## src/common/i2ctis_pkg.sv

```systemverilog
// package: register map, field layout and codes of the target irq/status block
// assumes: classic wishbone, 32-bit data, byte addresses, word aligned
package i2ctis_pkg;

  localparam int unsigned ADDR_W = 8;
  localparam int unsigned DATA_W = 32;
  localparam int unsigned NSRC   = 3;

  // register byte offsets
  localparam logic [ADDR_W-1:0] OFS_CTRL    = 8'h00;
  localparam logic [ADDR_W-1:0] OFS_OWNADDR = 8'h04;
  localparam logic [ADDR_W-1:0] OFS_DATA    = 8'h08;
  localparam logic [ADDR_W-1:0] OFS_ACTION  = 8'h0C;
  localparam logic [ADDR_W-1:0] OFS_IMASK   = 8'h10;
  localparam logic [ADDR_W-1:0] OFS_RAWST   = 8'h14;
  localparam logic [ADDR_W-1:0] OFS_MSKST   = 8'h18;
  localparam logic [ADDR_W-1:0] OFS_ICLR    = 8'h1C;
  localparam logic [ADDR_W-1:0] OFS_SUMST   = 8'h20;

  // source bit positions, shared by mask, status and clear
  localparam int unsigned SRC_DATA  = 0;
  localparam int unsigned SRC_START = 1;
  localparam int unsigned SRC_STOP  = 2;

  // control register fields
  localparam int unsigned CTRL_ENABLE  = 0;
  localparam int unsigned CTRL_IRQ_EN  = 1;
  localparam int unsigned CTRL_MASKSEL = 2;

  // own address register fields
  localparam int unsigned OWN1_LSB = 0;
  localparam int unsigned OWN2_LSB = 8;
  localparam int unsigned OWN2_EN  = 15;

  // action register fields
  localparam int unsigned ACT_SEC_BIT = 4;

  localparam logic [DATA_W-1:0] CTRL_RST    = 32'h0000_0000;
  localparam logic [DATA_W-1:0] OWNADDR_RST = 32'h0000_0000;
  localparam logic [NSRC-1:0]   IMASK_RST   = 3'h0;

  typedef enum logic [1:0] {
    ACTION_IDLE          = 2'b00,
    ACTION_MASTER_WROTE  = 2'b01,
    ACTION_MASTER_READS  = 2'b10,
    ACTION_FIRST_BYTE_IN = 2'b11
  } i2ctis_action_type;

endpackage

```

## src/hdl/i2ctis_top.sv

```systemverilog
// top of the target interrupt and status block
// assumes: a shift engine outside reports bus events as one-cycle pulses
//
// What this block does
// - clearing the last pending enabled source drops the interrupt output
// - clear register clears only bits written one
// - only enabled sources reach the interrupt
// - stop, start, data sources, one bit each
// - global enable gates the whole interrupt
// - raw or masked status readable, selectable
// - one-bit summary of raw or masked status
// - action code: idle, wrote, reads, first byte
// - data register holds received, sends written bytes
// - bus address compared with own addresses
`timescale 1ns/1ps
module i2ctis_top (
  input  wire logic                       clk_i,
  input  wire logic                       rst_i,
  input  wire logic                       wb_cyc_i,
  input  wire logic                       wb_stb_i,
  input  wire logic                       wb_we_i,
  input  wire logic [i2ctis_pkg::ADDR_W-1:0] wb_adr_i,
  input  wire logic [3:0]                 wb_sel_i,
  input  wire logic [i2ctis_pkg::DATA_W-1:0] wb_dat_i,
  output logic      [i2ctis_pkg::DATA_W-1:0] wb_dat_o,
  output logic                            wb_ack_o,
  output logic                            wb_err_o,
  input  wire logic                       bus_start_i,
  input  wire logic                       bus_stop_i,
  input  wire logic                       addr_valid_i,
  input  wire logic [6:0]                 addr_byte_i,
  input  wire logic                       addr_rnw_i,
  input  wire logic                       rx_valid_i,
  input  wire logic [7:0]                 rx_byte_i,
  input  wire logic                       tx_taken_i,
  output logic      [7:0]                 tx_byte_o,
  output logic                            addr_match_o,
  output logic                            irq_o
);
  import i2ctis_pkg::*;

  // ************************************************************
  // bus slave
  // ************************************************************
  logic [DATA_W-1:0]      ctrl_ff;
  logic [DATA_W-1:0]      ownaddr_ff;
  logic [NSRC-1:0]        imask_ff;
  logic [NSRC-1:0]        raw_ff;
  logic [NSRC-1:0]        nxt_raw;
  logic [7:0]             rx_ff;
  logic [7:0]             tx_ff;
  i2ctis_action_type      action_ff;
  logic                   sec_ff;
  logic                   first_ff;
  logic                   ack_ff;
  logic                   err_ff;
  logic [DATA_W-1:0]      rdat_ff;
  logic                   req;
  logic                   wr;
  logic                   rd;
  logic                   mapped;
  logic [DATA_W-1:0]      wmask;
  logic [NSRC-1:0]        events;
  logic [NSRC-1:0]        masked;
  logic [NSRC-1:0]        clr_bits;
  logic                   hit1;
  logic                   hit2;
  logic [DATA_W-1:0]      rdata;

  // one access per request; ack drops the cycle after it rose
  assign req = wb_cyc_i & wb_stb_i & ~ack_ff & ~err_ff;
  assign wr  = req & wb_we_i & mapped;
  assign rd  = req & ~wb_we_i & mapped;

  always_comb begin
    mapped = 1'b1;
    unique case (wb_adr_i)
      OFS_CTRL, OFS_OWNADDR, OFS_DATA, OFS_ACTION, OFS_IMASK,
      OFS_RAWST, OFS_MSKST, OFS_ICLR, OFS_SUMST: mapped = 1'b1;
      default: mapped = 1'b0;
    endcase
  end

  genvar g;
  generate
    for (g = 0; g < 4; g++) begin : g_lane
      assign wmask[8*g +: 8] = {8{wb_sel_i[g]}};
    end
  endgenerate

  always_ff @(posedge clk_i) begin
    if (rst_i) begin
      ack_ff <= 1'b0;
      err_ff <= 1'b0;
    end else begin
      ack_ff <= req & mapped;
      err_ff <= req & ~mapped;
    end
  end

  always_ff @(posedge clk_i) begin
    if (rst_i) begin
      ctrl_ff    <= CTRL_RST;
      ownaddr_ff <= OWNADDR_RST;
      imask_ff   <= IMASK_RST;
    end else if (wr) begin
      if (wb_adr_i == OFS_CTRL)
        ctrl_ff <= (ctrl_ff & ~wmask) | (wb_dat_i & wmask);
      if (wb_adr_i == OFS_OWNADDR)
        ownaddr_ff <= (ownaddr_ff & ~wmask) | (wb_dat_i & wmask);
      if (wb_adr_i == OFS_IMASK && wb_sel_i[0])
        imask_ff <= wb_dat_i[NSRC-1:0];
    end
  end

  // ************************************************************
  // address match and action state
  // ************************************************************
  // own addresses are compared only while the target is enabled
  assign hit1 = ctrl_ff[CTRL_ENABLE] &
                (addr_byte_i == ownaddr_ff[OWN1_LSB +: 7]);
  assign hit2 = ctrl_ff[CTRL_ENABLE] & ownaddr_ff[OWN2_EN] &
                (addr_byte_i == ownaddr_ff[OWN2_LSB +: 7]);
  assign addr_match_o = addr_valid_i & (hit1 | hit2);

  always_ff @(posedge clk_i) begin
    if (rst_i) begin
      action_ff <= ACTION_IDLE;
      sec_ff    <= 1'b0;
      first_ff  <= 1'b0;
    end else begin
      if (addr_match_o) begin
        sec_ff   <= ~hit1;
        first_ff <= ~addr_rnw_i;
        action_ff <= addr_rnw_i ? ACTION_MASTER_READS : ACTION_IDLE;
      end else if (rx_valid_i) begin
        action_ff <= first_ff ? ACTION_FIRST_BYTE_IN
                              : ACTION_MASTER_WROTE;
        first_ff  <= 1'b0;
      end else if (tx_taken_i && action_ff == ACTION_MASTER_READS) begin
        action_ff <= ACTION_MASTER_READS;
      end else if (rd && wb_adr_i == OFS_DATA) begin
        action_ff <= ACTION_IDLE;
      end else if (bus_stop_i) begin
        action_ff <= ACTION_IDLE;
      end
    end
  end

  // ************************************************************
  // data register
  // ************************************************************
  always_ff @(posedge clk_i) begin
    if (rst_i) begin
      rx_ff <= 8'h00;
      tx_ff <= 8'h00;
    end else begin
      if (rx_valid_i)
        rx_ff <= rx_byte_i;
      if (wr && wb_adr_i == OFS_DATA && wb_sel_i[0])
        tx_ff <= wb_dat_i[7:0];
    end
  end
  assign tx_byte_o = tx_ff;

  // ************************************************************
  // interrupt sources
  // ************************************************************
  always_comb begin
    events = '0;
    events[SRC_DATA]  = rx_valid_i | (tx_taken_i | addr_match_o & addr_rnw_i);
    events[SRC_START] = bus_start_i;
    events[SRC_STOP]  = bus_stop_i;
  end

  // a raw or masked status read also clears all bits (a summary read does not), like an explicit clear write
  always_comb begin
    clr_bits = '0;
    if (wr && wb_adr_i == OFS_ICLR && wb_sel_i[0])
      clr_bits = wb_dat_i[NSRC-1:0];
    if (rd && (wb_adr_i == OFS_RAWST || wb_adr_i == OFS_MSKST))
      clr_bits = '1;
  end

  // set beats clear so an event in the clearing cycle survives
  assign nxt_raw = (raw_ff & ~clr_bits) | events;
  always_ff @(posedge clk_i) begin
    if (rst_i)
      raw_ff <= '0;
    else
      raw_ff <= nxt_raw;
  end

  assign masked = raw_ff & imask_ff;
  always_ff @(posedge clk_i) begin
    if (rst_i)
      irq_o <= 1'b0;
    else
      irq_o <= ctrl_ff[CTRL_IRQ_EN] & |(nxt_raw & imask_ff);
  end

  // ************************************************************
  // read data
  // ************************************************************
  always_comb begin
    rdata = '0;
    unique case (wb_adr_i)
      OFS_CTRL:    rdata = ctrl_ff;
      OFS_OWNADDR: rdata = ownaddr_ff;
      OFS_DATA:    rdata[7:0] = rx_ff;
      OFS_ACTION:  rdata = {27'h0, sec_ff, 2'h0, action_ff};
      OFS_IMASK:   rdata[NSRC-1:0] = imask_ff;
      OFS_RAWST:   rdata[NSRC-1:0] = raw_ff;
      OFS_MSKST:   rdata[NSRC-1:0] = masked;
      OFS_SUMST:   rdata[0] = ctrl_ff[CTRL_MASKSEL] ? |masked
                                                    : |raw_ff;
      default:     rdata = '0;
    endcase
  end

  always_ff @(posedge clk_i) begin
    if (rst_i)
      rdat_ff <= '0;
    else if (rd)
      rdat_ff <= rdata;
  end

  assign wb_dat_o = rdat_ff;
  assign wb_ack_o = ack_ff;
  assign wb_err_o = err_ff;

endmodule

```

## config.mk

```make
export PLATFORM = sky130hd
export DESIGN_NAME = i2ctis_top
export DESIGN_NICKNAME = d
export VERILOG_FILES = /design/src/common/i2ctis_pkg.sv /design/src/hdl/i2ctis_top.sv
export SDC_FILE = /design/constraint.sdc
export NUM_CORES = 1
export LEC_CHECK = 0
export BUFFER_PORTS_ARGS = -buffer_cell sky130_fd_sc_hd__buf_2
export CAP_MARGIN = 30
export CORE_ASPECT_RATIO = 1.25
export CORE_MARGIN = 8
export CORE_UTILIZATION = 54
export CTS_CLUSTER_DIAMETER = 30
export DETAILED_ROUTE_END_ITERATION = 8
export GPL_TIMING_DRIVEN = 0
export PLACE_DENSITY_LB_ADDON = 0.12
export SETUP_SLACK_MARGIN = 0.4
export SYNTH_ARGS = -nofsm -noshare
export SYNTH_HDL_FRONTEND = slang
export SYNTH_SLANG_ARGS = --single-unit
```

## constraint.sdc

```tcl
create_clock -name clk_i -period 2.4 [get_ports clk_i]
set_clock_uncertainty 0.1 [all_clocks]
set_input_delay 0.12 -clock clk_i [delete_from_list [all_inputs] [get_ports clk_i]]
set_output_delay 0.12 -clock clk_i [all_outputs]
set_load 0.005 [all_outputs]
```

* Yosys cells after proc, flatten, opt, wreduce, memory -nomap -nowiden
Cells that the tools add are included.
** Storage, ports and cells
- Bits in registers :: 125
- Latch bits :: 0
- Bits in writable memories :: 0
- Memory bits (read-only) :: 0
- Input port bits :: 70
- Word-level logic and storage cells :: 95
- Memories :: 0
** Cells by class
- Add/subtract/negate cells :: 0
- Multipliers :: 0
- Divide/modulo/power cells :: 0
- $lt $le $gt $ge :: 0
- Eq/ne operators :: 11
- Shift-type cells :: 0
- Mux-type cells :: 17
- Bitwise operators :: 35
- Reductions and logical operators :: 19
** Operators with widths (count)
- $and 32x32->32 :: 3
- $or 32x32->32 :: 2
- $pmux 24 s2 :: 1
- $eq 8x5->1 const B :: 4
- $not 32->32 :: 1
- $pmux 5 s4 :: 1
- $eq 8x4->1 const B :: 2
- $and 1x1->1 :: 15
- $eq 7x7->1 :: 2
- $mux 2 :: 7
- $pmux 2 s7 :: 1
- $and 3x3->3 :: 3
- $reduce_or 3->1 :: 3
- $reduce_or 9->1 :: 1
- $eq 8x3->1 const B :: 1
- $eq 8x6->1 const B :: 1
- $logic_and 1x1->1 :: 8
- $logic_not 8->1 :: 1
- $pmux 1 s8 :: 1
- $mux 3 :: 2
- $not 1->1 :: 6
- $reduce_and 2->1 :: 3
- $reduce_bool 5->1 :: 1
- $mux 1 :: 4
- 6 further kinds :: 8

* Longest topological paths before layout
Gate-level depths: netlist (run 1).
- Depth in word-level cells :: 15
- Depth in mapped cells :: 8
- Depth with buffers taken out :: 7

* Least setup slack after synthesis (run 1)
OpenSTA, ideal clock, no wires.
- Path type :: register to register
- From :: register err_ff (netlist: wb_err_o)
- To :: register irq_o
- Setup time :: 0.146 ns
- Data arrival time :: 1.621 ns
- Required time :: 2.154 ns
- Setup slack :: 0.534 ns
- Cell stages (with the launch flop) :: 6
- Path buffers :: 0
- Clock period less this slack :: 1.866 ns
- Cell sequence :: dfxtp_1 and4bb_2 nand4_1 o21a_1 a2111oi_0 o32ai_1
** On the way
- Cells in the longest elaborated chain, start to end :: 14
- Elaborated cells on any way between the ends :: 17
- Classes of those cells :: 2 x mux; 11 x bitwise; 4 x reduce/logical
** Ends and longest elaborated chain
- from (decl) :: line i2ctis_top.sv:56 : logic err_ff;
- from (signal assigned) :: line i2ctis_top.sv:97 : err_ff <= req & ~mapped;
- $not 1->1 (*) :: line i2ctis_top.sv:71 : assign req = wb_cyc_i & wb_stb_i & ~ack_ff & ~err_ff;
- $and 1x1->1 (*) :: line i2ctis_top.sv:71
- $and 1x1->1 (2 in series) :: line i2ctis_top.sv:72 : assign wr = req & wb_we_i & mapped;
- $logic_and 1x1->1 (2 in series) :: line i2ctis_top.sv:179 : if (wr && wb_adr_i == OFS_ICLR && wb_sel_i[0])
- $mux 3 :: line i2ctis_top.sv:179
- $mux 3 (*) :: line i2ctis_top.sv:181 : if (rd && (wb_adr_i == OFS_RAWST || wb_adr_i == OFS_MSKST))
- $not 3->3 (*) :: line i2ctis_top.sv:186 : assign nxt_raw = (raw_ff & ~clr_bits) | events;
- $and 3x3->3 (*) :: line i2ctis_top.sv:186
- $or 3x3->3 (*) :: line i2ctis_top.sv:186
- $and 3x3->3 (*) :: line i2ctis_top.sv:199 : irq_o <= ctrl_ff[CTRL_IRQ_EN] & |(nxt_raw & imask_ff);
- $reduce_or 3->1 (*) :: line i2ctis_top.sv:199
- $and 1x1->1 (*) :: line i2ctis_top.sv:199
- to (signal assigned) :: line i2ctis_top.sv:199
- to (decl) :: line i2ctis_top.sv:38 : output logic irq_o
Every way passes the cells marked *; elsewhere a longest branch is shown, timed or not.
A chain may end at the register's enable or synchronous reset.

* Worst setup path after layout (run 1)
- From :: register ack_ff (netlist: wb_ack_o)
- To :: register irq_o
** On the way
- Cells in the longest elaborated chain, start to end :: 15
- Elaborated cells on any way between the ends :: 18
- Classes of those cells :: 2 x mux; 12 x bitwise; 4 x reduce/logical
** Ends and longest elaborated chain
- from (decl) :: line i2ctis_top.sv:55 : logic ack_ff;
- from (signal assigned) :: line i2ctis_top.sv:96 : ack_ff <= req & mapped;
- $not 1->1 (*) :: line i2ctis_top.sv:71
- $and 1x1->1 (*) (2 in series) :: line i2ctis_top.sv:71
- $and 1x1->1 (2 in series) :: line i2ctis_top.sv:72
- $logic_and 1x1->1 (2 in series) :: line i2ctis_top.sv:179
- $mux 3 :: line i2ctis_top.sv:179
- $mux 3 (*) :: line i2ctis_top.sv:181
- $not 3->3 (*) :: line i2ctis_top.sv:186
- $and 3x3->3 (*) :: line i2ctis_top.sv:186
- $or 3x3->3 (*) :: line i2ctis_top.sv:186
- $and 3x3->3 (*) :: line i2ctis_top.sv:199
- $reduce_or 3->1 (*) :: line i2ctis_top.sv:199
- $and 1x1->1 (*) :: line i2ctis_top.sv:199
Marked as above.

==> impl_metrics.json, run 1 <==
{
  "worstHoldStart": "rx_valid_i",
  "numCtsBuffers": 17,
  "cts-root-buf": "clkbuf_16",
  "rows": 40,
  "synth_area_leader_cell": "dfxtp_1",
  "power_frac_comb_pct": 6.6,
  "max_stage_delay_ns": 0.43,
  "dp_slack_ns": -0.09855,
  "final.setup.worst_slack_ns": 0.3932,
  "h-tree-depth": 4,
  "reg2regPathDepth": 6,
  "grt_pass1_wl_microns": 25850,
  "synthAdderAreaFrac_pct": 0,
  "path_cells": "and4bb_4 -> nand4_1 -> o21a_1 -> a2111oi_1 -> buf_2 -> o32ai_1",
  "yosysWarnings": 0,
  "track_usage_pct": 24.12,
  "synth_top_family_by_area": "simple AND/OR/NAND/NOR gates",
  "max_cap_viol_count": 0,
  "syn_area_per_cell_sq_um": 9.421,
  "synth_nets": 640,
  "r2r-start": "wb_ack_o",
  "synth_compound_area_share_pct": 11.91,
  "die_x_microns": 105.2,
  "holdPathStages": 4,
  "required_ns": 2.57,
  "grt_pass1_vias": 5081,
  "grt_max_degree": 17,
  "hold_viol_final": 0,
  "fin_crit_sh_pct": 83.62,
  "netSwitchingPower_mw": 1.132,
  "synthTopCellsByArea": "dfxtp_1, mux2i_1, nor2_1",
  "power_density_mw_per_mm2": 667.3,
  "drive_above_1_share_pct": 26.55,
  "diodes": 0,
  "yosys.area_share.xor_xnor_pct": 2.446,
  "drt-initial-drc-count": 355,
  "synth_area_sq_mm": 0.005370,
  "via_per_inst": 5.665,
  "wl_per_cell_microns": 18.45,
  "yosys-mux-area-fraction_pct": 14.59,
  "timing.rr.end": "irq_o",
  "leakagePower_nw": 2.880,
  "via_count": 5087,
  "start_util_pct": 55.60,
  "clockBufferDepth": 2,
  "drv_slew": 0,
  "setup_viol": 0,
  "fin_total_pwr_mw": 4.891,
  "netlist_instances": 570,
  "overflow": 0,
  "core-area_sq_mm": 0.009659,
  "dp_hpwl_microns": 11780,
  "status": "finished clean",
  "clk_latency_ns": 0.41,
  "internal-power_mw": 3.759,
  "synth_edf_count": 0,
  "critPathSlowestCell": "and4bb_4",
  "synth_top_area_share_pct": 46.60,
  "layout_min_cycle_time_ns": 2.007,
  "drt_wl_total_microns": 16570,
  "ios": 114,
  "syn_to_final_growth_pct": 36.49,
  "max-vdd-ir-drop_v": 0.0005559,
  "yosysSeqAreaShare_pct": 46.60,
  "p_clk_share_pct": 50.4,
  "clock-sinks": 125,
  "crit_type": "reg -> reg",
  "pwr-share-seq_pct": 43.0,
  "dieArea_sq_mm": 0.01341,
  "max_freq_ghz": 0.4983,
  "drc": 0,
  "synthFlopType": "dfxtp_1",
  "final_cell_area_sq_mm": 0.007330,
  "cp_max_fo": 6,
  "sw_frac_of_total_pct": 23.14,
  "place.gp.congestion": 0.9481,
  "layout.nets": 829,
  "synth-simple-area-share_pct": 21.25,
  "hp-class": "in -> reg",
  "clkTransAtPathRegs_ns": 0.06,
  "placed_cell_area_sq_mm": 0.006082,
  "ant_nets": 0,
  "critPathArrivalTime_ns": 2.18,
  "critPathLaunchType": "flip-flop",
  "dr.pass1.iters": 5,
  "tritoncts": "yes",
  "portBuffers": 110,
  "async_flop_share_pct": 0,
  "antenna_found_initial": 0,
  "yosys.cell_types.count": 54,
  "regToRegSetupSlack_ns": 0.39,
  "holdPathEnd": "raw_ff[0]",
  "die_y_microns": 127.5,
  "endpoint_kind": "flip-flop",
  "rsz0062_at_grt": "true",
  "slew_headroom_pct": 51.68,
  "synth_seq_cells": 125,
  "worstMarginPinSlew_ns": 0.7249
}
repair_timing:
action                                  CTS  global route
hold buffers                             47             0
pin swaps                                 2             8
setup buffers                             2            10
endpoints found under the setup margin   26            39
hold endpoints to repair                 90             0
resized for setup                        11            13
per-stage QoR:
step | instances | hold slack (ns) | TNS, ns | util (%)
after floorplan | 570 | 0.1560 | 0 | -
after global placement | 806 | 0.2560 | -0.4910 | 62.93
after detailed placement | 807 | 0.2665 | -0.1794 | 62.97
after CTS | 888 | 0.02603 | 0 | 74.46
after global routing | 898 | 0.04784 | 0 | 75.88
final | 898 | 0.03753 | 0 | 75.88
cell type report:
class	count	area [sq um]
Tap cell	126	157.7
Sequential cell	125	2509
Inverter	5	18.77
Clock inverter	15	148.9
Buffer	35	158.9
Clock buffer	17	425.4
Multi-Input combinational cell	405	2770
Timing Repair Buffer	170	1141
Fill cell	685	2330
placed cells by master (no fill, tap or decap), types with 10 or more instances in the layout:
cell type,synthesis,final
a21oi_1,20,20
a221oi_1,25,23
buf_2,12,123
buf_4,0,10
clkbuf_1,21,19
clkbuf_16,0,17
dfxtp_1,125,120
dlygate4sd3_1,0,47
mux2i_1,76,76
nand2_1,26,26
nor2_1,114,113
nor3_1,30,30
o21ai_0,19,19
xnor2_1,10,10
per-layer routing:
layer  share of wire, %  vias to the layer above  GRT usage (%)
met1                 39                     2448          26.08
li1                   -                     2415              -
met3                6.3                       37          5.936
met5                  0                        -              0
met4                2.7                        0          10.94
met2                 52                      187          43.23
cell usage after synthesis, types with 2 or more instances:
| master | instances |
|---|---|
| clkbuf_1 | 21 |
| mux2i_1 | 76 |
| a211oi_1 | 3 |
| nand4_1 | 7 |
| inv_1 | 5 |
| nand3_1 | 5 |
| nor4_1 | 2 |
| a221oi_1 | 25 |
| a21oi_1 | 20 |
| a222oi_1 | 4 |
| nor2_2 | 2 |
| nor3_1 | 30 |
| nor2b_1 | 7 |
| dfxtp_1 | 125 |
| nand3b_1 | 3 |
| nand3_2 | 2 |
| nor2_1 | 114 |
| nor2_4 | 3 |
| a22oi_1 | 7 |
| xor2_1 | 5 |
| nand2_1 | 26 |
| buf_2 | 12 |
| mux2_2 | 2 |
| xnor2_1 | 10 |
| nand2b_1 | 3 |
| nor4_4 | 2 |
| o21ai_0 | 19 |
| nor3_4 | 4 |
power groups by stage:
| stage | clock (mW) | sequential (mW) | combinational, mW |
|---|---|---|---|
| 2_1_floorplan | 0 | 2.14 | 0.121 |
| 3_3_place_gp | 0 | 2.15 | 0.243 |
| 3_5_place_dp | 0 | 2.15 | 0.249 |
| 4_1_cts | 2.48 | 2.10 | 0.313 |
| 5_1_grt | 2.58 | 2.10 | 0.344 |
| 6_report | 2.47 | 2.10 | 0.320 |
cells by family (layout without fill, tap and decap cells):
| family | count (synthesis) | after routing |
|---|---|---|
| AOI/OAI and AO/OA | 90 | 90 |
| muxes | 78 | 78 |
| and+or+nand+nor | 222 | 222 |
| xor gates and xnor gates | 15 | 15 |
| buffers and inverters | 40 | 242 |
| DFF | 125 | 125 |
critical path, delay by kind of cell (launching register included):
kind,cells,cell delay [ns]
AND/OR/NAND/NOR,2,0.57
flip-flops,1,0.34
buffers and inverters,1,0.20
AO/OA/AOI/OAI,3,0.66
how the worst max path moves through the flow:
stage                     slack, ns            to  cells after the start         from
after CTS                      0.40         irq_o                      6     wb_ack_o
final                          0.39         irq_o                      6     wb_ack_o
after floorplan                0.53         irq_o                      5     wb_err_o
after global routing           0.33         irq_o                      6     wb_ack_o
after global placement        -0.24         irq_o                      6  wb_adr_i[1]
after detailed placement       -0.1  wb_dat_o[26]                      7  wb_adr_i[1]
Power figures use the tool's default switching activity.
==> run 2: changes to the inputs <==
==> constraint.sdc (replaced) <==
create_clock -name clk_i -period 1.99 [get_ports clk_i]
set_clock_uncertainty 0.1 [all_clocks]
set_input_delay 0.0995 -clock clk_i [delete_from_list [all_inputs] [get_ports clk_i]]
set_output_delay 0.0995 -clock clk_i [all_outputs]
set_load 0.005 [all_outputs]
==> impl_metrics.json, run 2 (synthesis gave the netlist of run 1 again) <==
{
  "wl_per_cell_microns": 24.56,
  "reg2regPathDepth": 7,
  "grt_pass1_vias": 5910,
  "num-fill-cells": 423,
  "dieArea_sq_mm": 0.01341,
  "final_cell_mix": "buf_2, nor2_1, dfxtp_1, mux2i_1, dlygate4sd3_1",
  "hold_viol_final": 0,
  "hold-worst-slack_ns": 0.1125,
  "regToRegSetupSlack_ns": -0.10,
  "violations": "negative setup slack",
  "drt_wl_total_microns": 22650,
  "critPathLaunchType": "flip-flop",
  "use_met3_pct": 8.249,
  "critPathArrivalTime_ns": 1.97,
  "max_freq_ghz": 0.4607,
  "final.setup.worst_slack_ns": -0.1807,
  "die_x_microns": 105.2,
  "drt-initial-drc-count": 607,
  "slew_headroom_pct": 42.56,
  "drc": 0,
  "setup_viol": 2,
  "path_delay_family": "simple AND/OR/NAND/NOR gates",
  "antenna_found_initial": 0,
  "busiest_layer": "met2",
  "core-area_sq_mm": 0.009659,
  "tritoncts": "yes",
  "grtUsageMet1_pct": 28.90,
  "ant_nets": 0,
  "via_count": 5910,
  "critPathSlowestCell": "xnor2_1",
  "hp-class": "in -> reg",
  "fin_setup_tns_ns": -0.2765,
  "path_buf_inv": 2,
  "fin_crit_sh_pct": 109.1,
  "ios": 114,
  "layout.nets": 852,
  "status": "finished, violations left",
  "track_usage_pct": 28.48,
  "power_density_mw_per_mm2": 727.5,
  "numCtsBuffers": 17,
  "worstMarginPinSlew_ns": 0.8616,
  "leakagePower_nw": 3.283,
  "portBuffers": 110,
  "cp_max_fo": 2,
  "layout_min_cycle_time_ns": 2.171,
  "placed_cell_area_sq_mm": 0.006125,
  "crit_type": "reg -> out",
  "max_cap_viol_count": 0,
  "required_ns": 1.79,
  "syn_to_final_growth_pct": 57.29,
  "drv_slew": 0,
  "rsz0062_at_grt": "true",
  "utilization_pct": 87.45,
  "fin_total_pwr_mw": 6.145,
  "clockBufferDepth": 2,
  "grt_pass1_wl_microns": 30370,
  "worstHoldStart": "wb_we_i",
  "final_cell_area_sq_mm": 0.008447,
  "max_stage_delay_ns": 0.36,
  "gr-usage-met2_pct": 50.17,
  "holdPathEnd": "wb_dat_o[3]",
  "dr.pass1.iters": 6,
  "cts-root-buf": "clkbuf_16",
  "clock-sinks": 125,
  "rows": 40,
  "clk_latency_ns": 0.42,
  "dp_hpwl_microns": 12130,
  "max-vdd-ir-drop_v": 0.0008499,
  "timing.rr.end": "action_ff[1]",
  "grt_max_degree": 17,
  "drive_above_1_share_pct": 40.50,
  "overflow": 0,
  "h-tree-depth": 4,
  "clkTransAtPathRegs_ns": 0.06,
  "start_util_pct": 55.60,
  "place.gp.congestion": 0.9056,
  "holdPathStages": 3,
  "endpoint_kind": "output pin",
  "via_per_inst": 6.410,
  "path_cells": "xnor2_1 -> nand4_1 -> nor4_4 -> nor2_4 -> inv_2 -> buf_6",
  "die_y_microns": 127.5
}
==> run 2: timing repair <==
| action | CTS | global route |
|---|---|---|
| setup buffers | 27 | 6 |
| hold endpoints to repair | 91 | 0 |
| setup endpoints to repair | 115 | 116 |
| hold buffers | 47 | 0 |
| gates resized for setup | 104 | 89 |
| cloned | 3 | 0 |
| pin swaps | 33 | 28 |
==> run 2: worst max path at each step <==
stage / endpoint / cells past startpoint / slack (ns)
after floorplan: tx_byte_o[1] / 5 / 0.25
after global placement: wb_dat_o[18] / 7 / -0.27
after detailed placement: wb_dat_o[18] / 7 / -0.24
after CTS: addr_match_o / 6 / 0.11
after global routing: addr_match_o / 6 / -0.19
final: addr_match_o / 6 / -0.18
==> run 2: worst min-delay path: stages <==
cell and delay (ns):
buf_2 0.21, or4_1 0.20, a21oi_2 0.07
==> run 2: area by class of cell <==
cell class / instances / area (sq um) / share of cell area (%)
Multi-Input combinational cell: 405 / 3385 / 40.07
Sequential cell: 125 / 2531 / 29.97
Timing Repair Buffer: 193 / 1475 / 17.46
Clock buffer: 23 / 488.0 / 5.777
Buffer: 35 / 280.3 / 3.318
Tap cell: 126 / 157.7 / 1.866
Clock inverter: 9 / 108.9 / 1.289
Inverter: 5 / 18.77 / 0.2222
Antenna cell: 1 / 2.502 / 0.02963
==> run 2: stage by stage <==
step | cells | setup slack, ns
3_5_place_dp | 806 | -0.2408
5_1_grt | 921 | -0.1929
2_1_floorplan | 570 | 0.2519
4_1_cts | 915 | 0.1065
3_3_place_gp | 806 | -0.2736
6_report | 922 | -0.1807
==> run 2: layer usage <==
layer | part of all wire, % | up-vias
li1 | - | 2471
met1 | 34 | 2852
met2 | 50 | 437
met3 | 8.8 | 150
met4 | 6.9 | 0
met5 | 0 | -
==> run 2: report_power, final <==
part	internal, mW	total [mW]	switching (mW)
clock	1.98	3.15	1.17
combinational	0.202	0.460	0.259
sequential	2.52	2.54	0.0188
